<file path="src/pts_pkg.sv">
// Constants and types for the privileged processor-state and trap-state block
// How it works
// RQ1 - Software never writes ordering model value 11
// RQ2 - Total store order: only loads pass stores
// RQ3 - Partial store order: stores reorder without barrier
// RQ4 - Relaxed order: any order, barriers impose it
// RQ5 - Reset or trap at level four sets flag
// RQ6 - Return restores stacked state; write clears flag
// RQ7 - Flag write visible to very next instruction
// RQ8 - Floating point traps unless both enables set
// RQ9 - Address mask zeroes upper 32 address bits
// RQ10 - Physical space accesses ignore address mask
// RQ11 - Privileged flag sets mode; enable gates interrupts
// RQ12 - Register numbers 0-7 map by global selects
// RQ13 - Ordinary traps select alternate globals only
// RQ14 - At most one global select bit set
// RQ15 - Trap level spans zero to five
// RQ16 - Power-on reset loads trap level five
// RQ17 - Writes above five store five
// RQ18 - Trap level write changes nothing else
// RQ19 - Accept interrupts only above threshold level
// RQ20 - Saved pc per level; level zero traps
// RQ21 - Saved pc low two bits read zero
// RQ22 - Saved next pc per level; level zero traps
// RQ23 - Interrupt and MMU traps pick their globals
// RQ24 - State write with several selects traps
// RQ25 - Trap entry raises level, captures pc pair
package pts_pkg;

    localparam int          MAX_LEVEL       = 5;
    localparam logic [2:0]  MAX_LEVEL_VAL   = 3'h5;
    localparam logic [2:0]  RESET_LEVEL     = 3'h5;
    localparam logic [2:0]  FLAG_SET_LEVEL  = 3'h4;
    localparam logic [3:0]  RESET_THRESHOLD = 4'h0;
    // Privileged and error flag set after reset
    localparam logic [11:0] RESET_PSTATE    = 12'h0_024;

    // State word field positions
    localparam int PS_ALT_G    = 0;
    localparam int PS_IRQ_EN   = 1;
    localparam int PS_PRIVMODE = 2;
    localparam int PS_ADDR_MSK = 3;
    localparam int PS_FPU_EN   = 4;
    localparam int PS_ERR_FLAG = 5;
    localparam int PS_ORDER    = 6;
    localparam int PS_TRAP_LE  = 8;
    localparam int PS_CUR_LE   = 9;
    localparam int PS_MMU_G    = 10;
    localparam int PS_INT_G    = 11;

    // Privileged register selectors
    localparam logic [2:0] REG_PSTATE    = 3'h0;
    localparam logic [2:0] REG_LEVEL     = 3'h1;
    localparam logic [2:0] REG_THRESH    = 3'h2;
    localparam logic [2:0] REG_SAVED_PC  = 3'h3;
    localparam logic [2:0] REG_SAVED_NPC = 3'h4;

    // Trap types with their own global set
    localparam logic [8:0] TT_IVEC     = 9'h0_060;
    localparam logic [8:0] TT_DAX      = 9'h0_030;
    localparam logic [8:0] TT_IAX      = 9'h0_008;
    localparam logic [8:0] TT_MMU_LO   = 9'h0_064;
    localparam logic [8:0] TT_MMU_HI   = 9'h0_06F;

    typedef enum logic [1:0] {
        PTS_TOTAL_ORDER   = 2'h0,
        PTS_PARTIAL_ORDER = 2'h1,
        PTS_RELAXED_ORDER = 2'h2,
        PTS_RSV           = 2'h3
    } pts_mm_t;

    typedef enum logic [1:0] {
        PTS_G_NORMAL = 2'h0,
        PTS_G_ALT    = 2'h1,
        PTS_G_INTR   = 2'h2,
        PTS_G_MMU    = 2'h3
    } pts_gset_t;

endpackage

</file>
<file path="src/pts_core.sv">
// Privileged processor-state and trap-state registers with trap stack
`timescale 1ns/1ps
module pts_core (
    input  wire logic        mclk_i,
    input  wire logic        sys_rst_i,
    // Privileged register access
    input  wire logic        wr_en_i,
    input  wire logic        rd_en_i,
    input  wire logic [2:0]  reg_sel_i,
    input  wire logic [63:0] wr_data_i,
    output logic      [63:0] rd_data_o,
    output logic             illegal_opcode_trap_o,
    // Trap entry and return
    input  wire logic        trap_take_i,
    input  wire logic [8:0]  trap_type_i,
    input  wire logic [63:0] cur_pc_i,
    input  wire logic [63:0] cur_npc_i,
    input  wire logic        trap_return_i,
    input  wire logic [11:0] stacked_pstate_i,
    // Floating point and interrupt qualification
    input  wire logic        fp_insn_i,
    input  wire logic        fpu_enable_user_i,
    output logic             fpu_disabled_trap_o,
    input  wire logic [3:0]  irq_level_i,
    output logic             irq_accept_o,
    // Address masking
    input  wire logic [63:0] data_addr_i,
    input  wire logic        phys_space_i,
    output logic      [63:0] data_addr_o,
    input  wire logic [63:0] fetch_addr_i,
    output logic      [63:0] fetch_addr_o,
    input  wire logic [63:0] link_pc_i,
    output logic      [63:0] link_pc_o,
    // State word views
    output logic      [11:0] pstate_o,
    output logic      [2:0]  trap_level_o,
    output logic      [1:0]  memory_ordering_model_o,
    output logic             load_pass_store_ok_o,
    output logic             store_reorder_ok_o,
    output logic             load_reorder_ok_o,
    output logic             privileged_mode_o,
    output logic      [1:0]  global_set_o
);

    logic [11:0] pstate;
    logic [2:0]  trap_level;
    logic [3:0]  irq_thresh;
    logic [63:0] trap_saved_pc      [1:pts_pkg::MAX_LEVEL];
    logic [63:0] trap_saved_next_pc [1:pts_pkg::MAX_LEVEL];
    logic [2:0]  next_level;
    logic [2:0]  wr_level_val;
    logic        level_zero;
    logic        stack_sel;
    logic        gsel_bad;
    logic        wr_ok;
    logic [11:0] next_pstate_trap;
    logic        addr_mask;

    assign level_zero = (trap_level == 3'h0);
    assign stack_sel  = (reg_sel_i == pts_pkg::REG_SAVED_PC)
                     || (reg_sel_i == pts_pkg::REG_SAVED_NPC);
    // More than one of the three global selects set
    assign gsel_bad  = (wr_data_i[pts_pkg::PS_ALT_G] & wr_data_i[pts_pkg::PS_INT_G])
                     | (wr_data_i[pts_pkg::PS_ALT_G] & wr_data_i[pts_pkg::PS_MMU_G])
                     | (wr_data_i[pts_pkg::PS_INT_G] & wr_data_i[pts_pkg::PS_MMU_G]);

    always_comb begin
        illegal_opcode_trap_o = 1'b0;
        if ((wr_en_i || rd_en_i) && stack_sel && level_zero) begin
            illegal_opcode_trap_o = 1'b1; // RQ20 RQ22
        end
        if (wr_en_i && (reg_sel_i == pts_pkg::REG_PSTATE) && gsel_bad) begin
            illegal_opcode_trap_o = 1'b1; // RQ24
        end
    end

    // Writes are dropped when they raise the illegal opcode trap
    assign wr_ok = wr_en_i && !illegal_opcode_trap_o && !trap_take_i;

    assign wr_level_val = (wr_data_i > 64'(pts_pkg::MAX_LEVEL)) ? pts_pkg::MAX_LEVEL_VAL
                                                                : wr_data_i[2:0]; // RQ17
    assign next_level   = (trap_level == pts_pkg::MAX_LEVEL_VAL) ? trap_level
                                                                 : trap_level + 3'h1; // RQ25

    // Global select and flag updates on trap entry
    always_comb begin
        next_pstate_trap = pstate;
        next_pstate_trap[pts_pkg::PS_CUR_LE]   = pstate[pts_pkg::PS_TRAP_LE];
        next_pstate_trap[pts_pkg::PS_PRIVMODE] = 1'b1;
        next_pstate_trap[pts_pkg::PS_IRQ_EN]   = 1'b0;
        next_pstate_trap[pts_pkg::PS_ALT_G]    = 1'b0;
        next_pstate_trap[pts_pkg::PS_INT_G]    = 1'b0;
        next_pstate_trap[pts_pkg::PS_MMU_G]    = 1'b0;
        if (trap_type_i == pts_pkg::TT_IVEC) begin
            next_pstate_trap[pts_pkg::PS_INT_G] = 1'b1; // RQ23
        end else if ((trap_type_i >= pts_pkg::TT_MMU_LO && trap_type_i <= pts_pkg::TT_MMU_HI)
                     || trap_type_i == pts_pkg::TT_DAX || trap_type_i == pts_pkg::TT_IAX) begin
            next_pstate_trap[pts_pkg::PS_MMU_G] = 1'b1; // RQ23
        end else begin
            next_pstate_trap[pts_pkg::PS_ALT_G] = 1'b1; // RQ13 RQ14
        end
        if (trap_level == pts_pkg::FLAG_SET_LEVEL) begin
            next_pstate_trap[pts_pkg::PS_ERR_FLAG] = 1'b1; // RQ5
        end
    end

    // Processor state word; trap entry takes priority over a write
    always_ff @(posedge mclk_i or posedge sys_rst_i) begin
        if (sys_rst_i) begin
            pstate <= pts_pkg::RESET_PSTATE; // RQ5
        end else if (trap_take_i) begin
            pstate <= next_pstate_trap;
        end else if (trap_return_i) begin
            pstate <= stacked_pstate_i; // RQ6
        end else if (wr_ok && reg_sel_i == pts_pkg::REG_PSTATE) begin
            // Takes effect at this edge so the next instruction sees it
            pstate <= wr_data_i[11:0]; // RQ6 RQ7
        end
    end

    // Trap level register
    always_ff @(posedge mclk_i or posedge sys_rst_i) begin
        if (sys_rst_i) begin
            trap_level <= pts_pkg::RESET_LEVEL; // RQ16
        end else if (trap_take_i) begin
            trap_level <= next_level; // RQ25
        end else if (trap_return_i) begin
            trap_level <= level_zero ? trap_level : trap_level - 3'h1;
        end else if (wr_ok && reg_sel_i == pts_pkg::REG_LEVEL) begin
            trap_level <= wr_level_val; // RQ15 RQ18
        end
    end

    // Interrupt level threshold
    always_ff @(posedge mclk_i or posedge sys_rst_i) begin
        if (sys_rst_i) begin
            irq_thresh <= pts_pkg::RESET_THRESHOLD;
        end else if (wr_ok && reg_sel_i == pts_pkg::REG_THRESH) begin
            irq_thresh <= wr_data_i[3:0];
        end
    end

    // Saved pc stacks: no reset, contents undefined after power-on
    genvar lv;
    generate
        for (lv = 1; lv <= pts_pkg::MAX_LEVEL; lv++) begin : g_stack
            always_ff @(posedge mclk_i) begin
                if (trap_take_i && next_level == 3'(lv)) begin
                    trap_saved_pc[lv]      <= {(addr_mask ? 32'h0000_0000 : cur_pc_i[63:32]),
                                               cur_pc_i[31:2], 2'h0}; // RQ9 RQ21 RQ25
                    trap_saved_next_pc[lv] <= {(addr_mask ? 32'h0000_0000 : cur_npc_i[63:32]),
                                               cur_npc_i[31:0]}; // RQ9 RQ25
                end else if (wr_ok && trap_level == 3'(lv)) begin
                    if (reg_sel_i == pts_pkg::REG_SAVED_PC) begin
                        trap_saved_pc[lv] <= {wr_data_i[63:2], 2'h0}; // RQ20 RQ21
                    end
                    if (reg_sel_i == pts_pkg::REG_SAVED_NPC) begin
                        trap_saved_next_pc[lv] <= wr_data_i; // RQ22
                    end
                end
            end
        end
    endgenerate

    // Read data held in a flip-flop, one cycle after the read
    always_ff @(posedge mclk_i or posedge sys_rst_i) begin
        if (sys_rst_i) begin
            rd_data_o <= 64'h0000_0000_0000_0000;
        end else if (rd_en_i && !illegal_opcode_trap_o) begin
            unique case (reg_sel_i)
                pts_pkg::REG_PSTATE: rd_data_o <= {52'h0_0000_0000_0000, pstate};
                pts_pkg::REG_LEVEL:     rd_data_o <= {61'h0, trap_level};
                pts_pkg::REG_THRESH:    rd_data_o <= {60'h0, irq_thresh};
                pts_pkg::REG_SAVED_PC:  rd_data_o <= trap_saved_pc[trap_level]; // RQ20
                pts_pkg::REG_SAVED_NPC: rd_data_o <= trap_saved_next_pc[trap_level]; // RQ22
                default:                rd_data_o <= 64'h0000_0000_0000_0000;
            endcase
        end
    end

    assign addr_mask = pstate[pts_pkg::PS_ADDR_MSK];

    assign data_addr_o  = (addr_mask && !phys_space_i) ? {32'h0000_0000, data_addr_i[31:0]}
                                                       : data_addr_i; // RQ9 RQ10
    assign fetch_addr_o = addr_mask ? {32'h0000_0000, fetch_addr_i[31:0]}
                                    : fetch_addr_i; // RQ9
    assign link_pc_o    = addr_mask ? {32'h0000_0000, link_pc_i[31:0]} : link_pc_i; // RQ9

    assign fpu_disabled_trap_o = fp_insn_i &&
                                 !(pstate[pts_pkg::PS_FPU_EN] && fpu_enable_user_i); // RQ8
    // Level 15 is maskable like any other
    assign irq_accept_o = pstate[pts_pkg::PS_IRQ_EN] && (irq_level_i > irq_thresh); // RQ11 RQ19

    assign pstate_o                = pstate;
    assign trap_level_o            = trap_level;
    assign privileged_mode_o       = pstate[pts_pkg::PS_PRIVMODE]; // RQ11
    assign memory_ordering_model_o = pstate[pts_pkg::PS_ORDER +: 2];

    // Reordering permissions for the load-store unit; reserved value treated as strongest
    always_comb begin
        load_pass_store_ok_o = 1'b0;
        store_reorder_ok_o   = 1'b0;
        load_reorder_ok_o    = 1'b0;
        unique case (pts_pkg::pts_mm_t'(pstate[pts_pkg::PS_ORDER +: 2]))
            pts_pkg::PTS_TOTAL_ORDER: load_pass_store_ok_o = 1'b1; // RQ2
            pts_pkg::PTS_PARTIAL_ORDER: begin
                load_pass_store_ok_o = 1'b1; // RQ3
                store_reorder_ok_o   = 1'b1;
            end
            pts_pkg::PTS_RELAXED_ORDER: begin
                load_pass_store_ok_o = 1'b1; // RQ4
                store_reorder_ok_o   = 1'b1;
                load_reorder_ok_o    = 1'b1;
            end
            pts_pkg::PTS_RSV: load_pass_store_ok_o = 1'b0;
        endcase
    end

    // Register numbers 0-7 select this set
    always_comb begin
        if (pstate[pts_pkg::PS_ALT_G]) begin
            global_set_o = pts_pkg::PTS_G_ALT; // RQ12
        end else if (pstate[pts_pkg::PS_INT_G]) begin
            global_set_o = pts_pkg::PTS_G_INTR;
        end else if (pstate[pts_pkg::PS_MMU_G]) begin
            global_set_o = pts_pkg::PTS_G_MMU;
        end else begin
            global_set_o = pts_pkg::PTS_G_NORMAL; // RQ12
        end
    end

endmodule

</file>
<file path="config.mk">
export PLATFORM = sky130hd
export DESIGN_NAME = pts_core
export DESIGN_NICKNAME = d
export VERILOG_FILES = /design/src/pts_pkg.sv /design/src/pts_core.sv
export SDC_FILE = /design/constraint.sdc
export NUM_CORES = 1
export LEC_CHECK = 0
export BUFFER_PORTS_ARGS = -buffer_cell sky130_fd_sc_hd__buf_2
export CORE_MARGIN = 1
export CORE_UTILIZATION = 51
export CTS_CLUSTER_DIAMETER = 30
export DETAILED_ROUTE_END_ITERATION = 8
export PLACE_DENSITY = 0.77
export SYNTH_ARGS = -nofsm -noshare
export SYNTH_HDL_FRONTEND = slang
export SYNTH_SLANG_ARGS = --single-unit
</file>
<file path="constraint.sdc">
create_clock -name mclk_i -period 7.6 [get_ports mclk_i]
set_clock_uncertainty 0.1 [all_clocks]
set_input_delay 0.76 -clock mclk_i [delete_from_list [all_inputs] [get_ports mclk_i]]
set_output_delay 0.76 -clock mclk_i [all_outputs]
set_load 0.005 [all_outputs]
</file>
* Yosys cells after proc, flatten, opt, wreduce, memory -nomap -nowiden
Memory sizes are Yosys's and may differ from the RTL's.
Cells that the tools add are included.
W data, S select, Z words.
** Cells by class
- Order comparisons :: 4
- Bitwise gates (word level) :: 16
- Muxes and demuxes :: 105
- Add/sub/neg operators :: 2
- Equal/unequal tests :: 22
- Reduce and logical (&&, ||, !) cells :: 52
** Operator list (number)
- $mux W64 :: 12
- $mux W62 :: 9
- $pmux W64 S5 :: 1
- $reduce_or A64 Y1 :: 4
- $reduce_or A62 Y1 :: 4
- $gt A64 B3 Y1 const B :: 1
- $mux W32 :: 2
- $mux W1 :: 60
- $mux W3 :: 14
- $mux W12 :: 3
- $logic_and A1 B1 Y1 :: 25
- $eq A3 B2 Y1 const B :: 6
- $eq A3 B3 Y1 const B :: 5
- $or A1 B1 Y1 :: 12
- $eq A3 B1 Y1 const B :: 3
- $eq A9 B4 Y1 const B :: 1
- $eq A9 B6 Y1 const B :: 1
- $eq A9 B7 Y1 const B :: 1
- $ge A9 B7 Y1 const B :: 1
- $le A9 B7 Y1 const B :: 1
- $logic_not A3 Y1 :: 2
- $mux W2 :: 3
- $reduce_and A2 Y1 :: 3
- $reduce_bool A3 Y1 :: 2
- other kinds (16) :: 25
** Word-level totals
- RAM bits :: 630
- Register bits after elaboration :: 83
- Memories :: 2
- Bits of input ports :: 421
- Logic and storage cells :: 209
** Memory list
- trap_saved_next_pc :: words 5, bits a word 64, read ports 1, clocked after memory_dff 0, wr ports 1, line pts_core.sv:49 : logic [63:0] trap_saved_next_pc [1:pts_pkg::MAX_LEVEL];
- trap_saved_pc :: words 5, bits a word 62, read ports 1, clocked after memory_dff 0, wr ports 1, line pts_core.sv:48 : logic [63:0] trap_saved_pc [1:pts_pkg::MAX_LEVEL];

* Longest topological paths before layout
- Depth in word-level cells :: 19
- Gate-level depth with buffers :: 12

* Worst setup path after synthesis
Ideal clock, no wire load.
- Path type :: register -> register
- Start point :: reg trap_level[0], in the netlist trap_level_o[0]
- End point :: mem trap_saved_next_pc[3][0], enable pin
- Stages on the path, launching flop included :: 9
- Path slack :: 444 ps
- Arrival :: 6481 ps
- Period minus slack after synthesis :: 7156 ps
- Buffers on the path :: 3
- Cell sequence :: dfstp_2 -> buf_2 -> buf_2 -> buf_2 -> inv_1 -> ha_1 -> nand2b_1 -> nand4_1 -> o21ai_0
** On the way
- Word-level cells in the longest chain between the ends :: 17
- Elaborated cells between the ends (all ways) :: 71
- Those cells by class :: add/sub: 1; eq/ne: 10; mux: 36; bitwise: 5; reduce/logical: 19
** RTL lines
- start, declared :: line pts_core.sv:46 : logic [2:0] trap_level;
- start signal, assigned :: line pts_core.sv:124 : trap_level <= pts_pkg::RESET_LEVEL;
- start signal, assigned :: line pts_core.sv:126 : trap_level <= next_level;
- start signal, assigned :: line pts_core.sv:128 : trap_level <= level_zero ? trap_level : trap_level - 3'h1;
- $logic_not A3 Y1 :: line pts_core.sv:59 : assign level_zero = (trap_level == 3'h0);
- $logic_and A1 B1 Y1 :: line pts_core.sv:69 : if ((wr_en_i || rd_en_i) && stack_sel && level_zero) begin
- $mux W1 :: line pts_core.sv:69
- $mux W1 :: line pts_core.sv:72 : if (wr_en_i && (reg_sel_i == pts_pkg::REG_PSTATE) && gsel_bad) begin
- $logic_not A1 Y1 :: line pts_core.sv:78 : assign wr_ok = wr_en_i && !illegal_opcode_trap_o && !trap_take_i;
- $logic_and A1 B1 Y1 (2 in series) :: line pts_core.sv:78
- $logic_and A1 B1 Y1 :: line pts_core.sv:153 : end else if (wr_ok && trap_level == 3'(lv)) begin
- $mux W1 :: line pts_core.sv:153
- $mux W1 :: line pts_core.sv:148 : if (trap_take_i && next_level == 3'(lv)) begin
- $mux W1 (not written as such) :: line pts_core.sv:158 : trap_saved_next_pc[lv] <= wr_data_i;
- $or A1 B1 Y1 (no source line)
- $reduce_or A64 Y1 (no source line)
- $mux W3 (no source line) or $mux W1 (tied branches) (4 in series)
- end, declared :: line pts_core.sv:49
Parallel ways exist; a longest one is shown, timed or not.

* Worst setup path in the final report
- Start point :: reg trap_level[2], in the netlist trap_level_o[2]
- End point :: mem trap_saved_next_pc[5][5], data pin
** On the way
- Word-level cells in the longest chain between the ends :: 17
- Elaborated cells between the ends (all ways) :: 69
- Those cells by class :: add/sub: 1; eq/ne: 10; mux: 35; bitwise: 4; reduce/logical: 19
** RTL lines (line)
- $logic_not A3 Y1 :: pts_core.sv:59
- $logic_and A1 B1 Y1 :: pts_core.sv:69
- $mux W1 :: pts_core.sv:69
- $mux W1 :: pts_core.sv:72
- $logic_not A1 Y1 :: pts_core.sv:78
- $logic_and A1 B1 Y1 (2 in series) :: pts_core.sv:78
- $logic_and A1 B1 Y1 :: pts_core.sv:153
- $mux W1 :: pts_core.sv:153
- $mux W1 :: pts_core.sv:148
- $mux W1 (not written as such) :: pts_core.sv:158
- $or A1 B1 Y1 (no source line)
- $reduce_or A64 Y1 (no source line)
- $mux W64 (no source line) (3 in series)
- $mux W64 (no source line) *
Every way passes the cells marked *; elsewhere a longest branch is shown, timed or not.

==> impl_results.md <==
* Status: completed
* CTS buffer count at 139
* Top cells by area, synth: edfxtp_1 51%, mux2_2 9.2%, mux2i_1 7.1%, o21ai_0 5.9%, dfrtp_1 5.3%
* Leading cell types in the layout, fill and taps excluded: 630 x edfxtp_1, 508 x buf_2, 440 x o21ai_0
* Post-route ant nets at 0
* Die H at 272.7 um
* Register bit total from synthesis at 713
* Synth area leader: edfxtp_1
* Yosys Warn Count at 0
* CP Depth at 6
* GRT Total Usage at 31.26%
* Top-level I/O count at 703
* Critical Path End Type: flop
* Hold Vio Cnt, Final at 0
* Setup slack after layout at 2.833 ns
* WL/cell at 26.16 um
* Synth cell types at 57
* Fin Hold WS at 0.2211 ns
* CP dominant cell by count: buf_4
* Ys flop type: edfxtp_1
* Syn_nets at 3588
* Worst Path Max Fanout at 95
* Highest clock rate at 209.8 MHz
* Worst vdd ir at 0.2482 mV
* Buffers and inverters on the worst path at 3
* Pre-CTS setup slack at 2.827 ns
* RSZ-0062 raised after global routing: no
* Startpoint Class: flop
* Final Cell Area at 0.04433 sq mm
* Worst slew margin at 9.647%
* Final setup viols at 0
* Fin crit share at 62.72%
* Post-synthesis sequential area ratio at 56.19%
* Least-Margin Pin Slew at 1.343 ns
* Simple-Gate Fraction of Synth Area at 8.785%
* CTS tree: done
* Family with the most delay on the worst path: buffers and inverters
* DR vias at 28040
* DRC viols at 0
* HPWL Detailed at 68910 um
* Number of global-route vias before repair at 27560
* Post-synth ARST share at 11.64%
* Leak pwr at 0.01692 uW
* Post-synthesis compound-gate area fraction at 11.77%
* CP Cell Sequence: buf_4, nand2_1, nor3_4, buf_4, buf_4, mux2_2
* Avg Cell Area, Syn at 11.85 sq um
* Syn Inst Count at 3153
* Wire length of the first global-routing pass at 172500 um
* Worst-path cell with the longest stage delay: dfstp_4
* Share of post-route cells with drive strength above 1 at 31.52%
* Slowest stage delay, CP at 1.28 ns
* Number of synthesized flops with an enable pin at 630
* Netlist Area Pre-Place at 0.03737 sq mm
* Worst hold stages at 3
* Setup TNS at 0 ns
* Placer's final routability congestion estimate at 0.9423
* DRT Wirelength at 118300 um
* Via-per-instance ratio at 6.200
* Synthesis-to-finish area growth at 18.62%
* Initial core utilization at 51.92%
* Chip width at 272.7 um
* Pin count of the biggest net entering global routing at 128
* Most common cell after layout, fill and taps aside: edfxtp_1
* Total power at 15330 uW
* Core footprint at 0.07198 sq mm
* CP arrival at 5.12 ns
* Nets at 3872
* Largest family of logic cells by synthesized area: multiplexers
* Dpl cell area at 0.03941 sq mm
* Worst-path clk slew at 0.05 ns
* Area share of fa/ha/maj cells after synthesis at 0.4955%
* Slew Viols, Final at 0
* Clock Path Buffers at 3
* Setup bufs post-CTS at 0
* Sink Count at 713
* Reported max-cap violation count at 0
* Grt total ovfl at 0
* # port buffers at 508
* Area share of the largest cell type after synthesis at 50.62%
* Cts repair resizes at 0
* Final min period at 4.767 ns
* R2r worst-path depth at 6
* Setup CP Type: reg2reg
* Initial antenna violation count at 27
* Mux share of post-synthesis cell area at 16.74%
* CTS root buffer: clkbuf_16
* Hold WC Path Type: in2reg
* Area of the die at 0.07437 sq mm
* Synth Area in XOR/XNOR at 0%
* Iteration-0 DRC Markers at 3179
* Clock latency at the later pin of the worst-skew pair at 0.72 ns
* PD cells at 345.8 mW/mm^2
* H-tree levels at 4
* FP Rows at 98
* Required time worst endpoint at 7.96 ns
* DRT Pass-1 Iters at 6
[flip-flops by register name, summed over array words and instances (netlist names)]
register            flops
irq_thresh              4
pstate_o               12
rd_data_o              64
trap_level_o            3
trap_saved_next_pc    320
trap_saved_pc         310
[area by class of cell]
class / count / area (sq um)
fill: 5400 / 27640
sequential: 713 / 21020
multi-input combinational: 2017 / 14270
clock buffer: 177 / 3794
timing repair buffer: 551 / 2893
tap: 950 / 1189
clock inverter: 83 / 1079
inverter: 15 / 58.81
antenna: 16 / 40.04
[worst min-delay path, stage by stage]
cell and delay, ns:
buf_2 0.12, nor2_1 0.10, a21oi_1 0.04
[synthesized netlist by cell type, types with 3 or more instances]
library cell and instances:
dfstp_2 4, o221ai_1 53, buf_4 139, a32o_1 53, and2_1 33, mux2_1 16, a22oi_1 9, ha_1 14
buf_1 9, inv_1 15, buf_2 101, a31oi_1 5, nand2b_1 79, clkbuf_1 157, nand4_1 6, nor2b_1 65
nor3_2 4, nand3_1 4, or3_1 54, mux2_2 304, a211oi_1 12, nor4_1 16, nor3_1 5, nor2_1 41
o22ai_1 12, a21oi_1 142, o21ai_0 442, nand2_1 336, a22o_1 12, and3_1 4, mux2i_1 265, nor3_4 3
edfxtp_1 630, dfrtp_1 79
[power breakdown]
group	internal [uW]	total, uW	leakage [uW]	switching, uW
logic	1220	3280	0.00771	2060
registers	5250	5730	0.00684	478
clock network	4200	6310	0.00237	2120
total	10700	15300	0.0169	4660
[cells by family after synthesis]
family          after synthesis
fa+ha+maj                    15
buf+inv                     423
flops                       713
mux                         585
simple gates                663
compound gates              754
[worst paths after layout]
kind                                           from                        to  slack [ns]
worst min register to register        rd_data_o[52]             rd_data_o[52]        0.39
max in group asynchronous                 sys_rst_i               pstate_o[3]        5.25
worst min-delay path            stacked_pstate_i[2]               pstate_o[2]        0.22
worst max-delay path                trap_level_o[2]  trap_saved_next_pc[5][5]        2.83
worst max register to register      trap_level_o[2]  trap_saved_next_pc[5][5]        2.83
min in group asynchronous                 sys_rst_i             rd_data_o[16]        0.53
[metal layers]
| metal | global-route usage [%] | routed length [um] |
|---|---|---|
| met5 | 0 | 125 |
| met4 | 12.83 | 4015 |
| met3 | 9.077 | 13750 |
| met2 | 48.98 | 55320 |
| met1 | 40.69 | 45090 |
[through the flow]
stage          instances  util (%)
2_1_floorplan       3153         -
3_3_place_gp        4245     54.76
3_5_place_dp        4245     54.76
4_1_cts             4506     61.54
5_1_grt             4514     61.57
6_report            4522     61.59
[timing repair]
item | CTS | global route
hold endpoints to repair | 25 | 0
hold buffers | 1 | 0
setup endpoints to repair | 0 | 0
No activity file was read; power rests on OpenSTA's default activity.
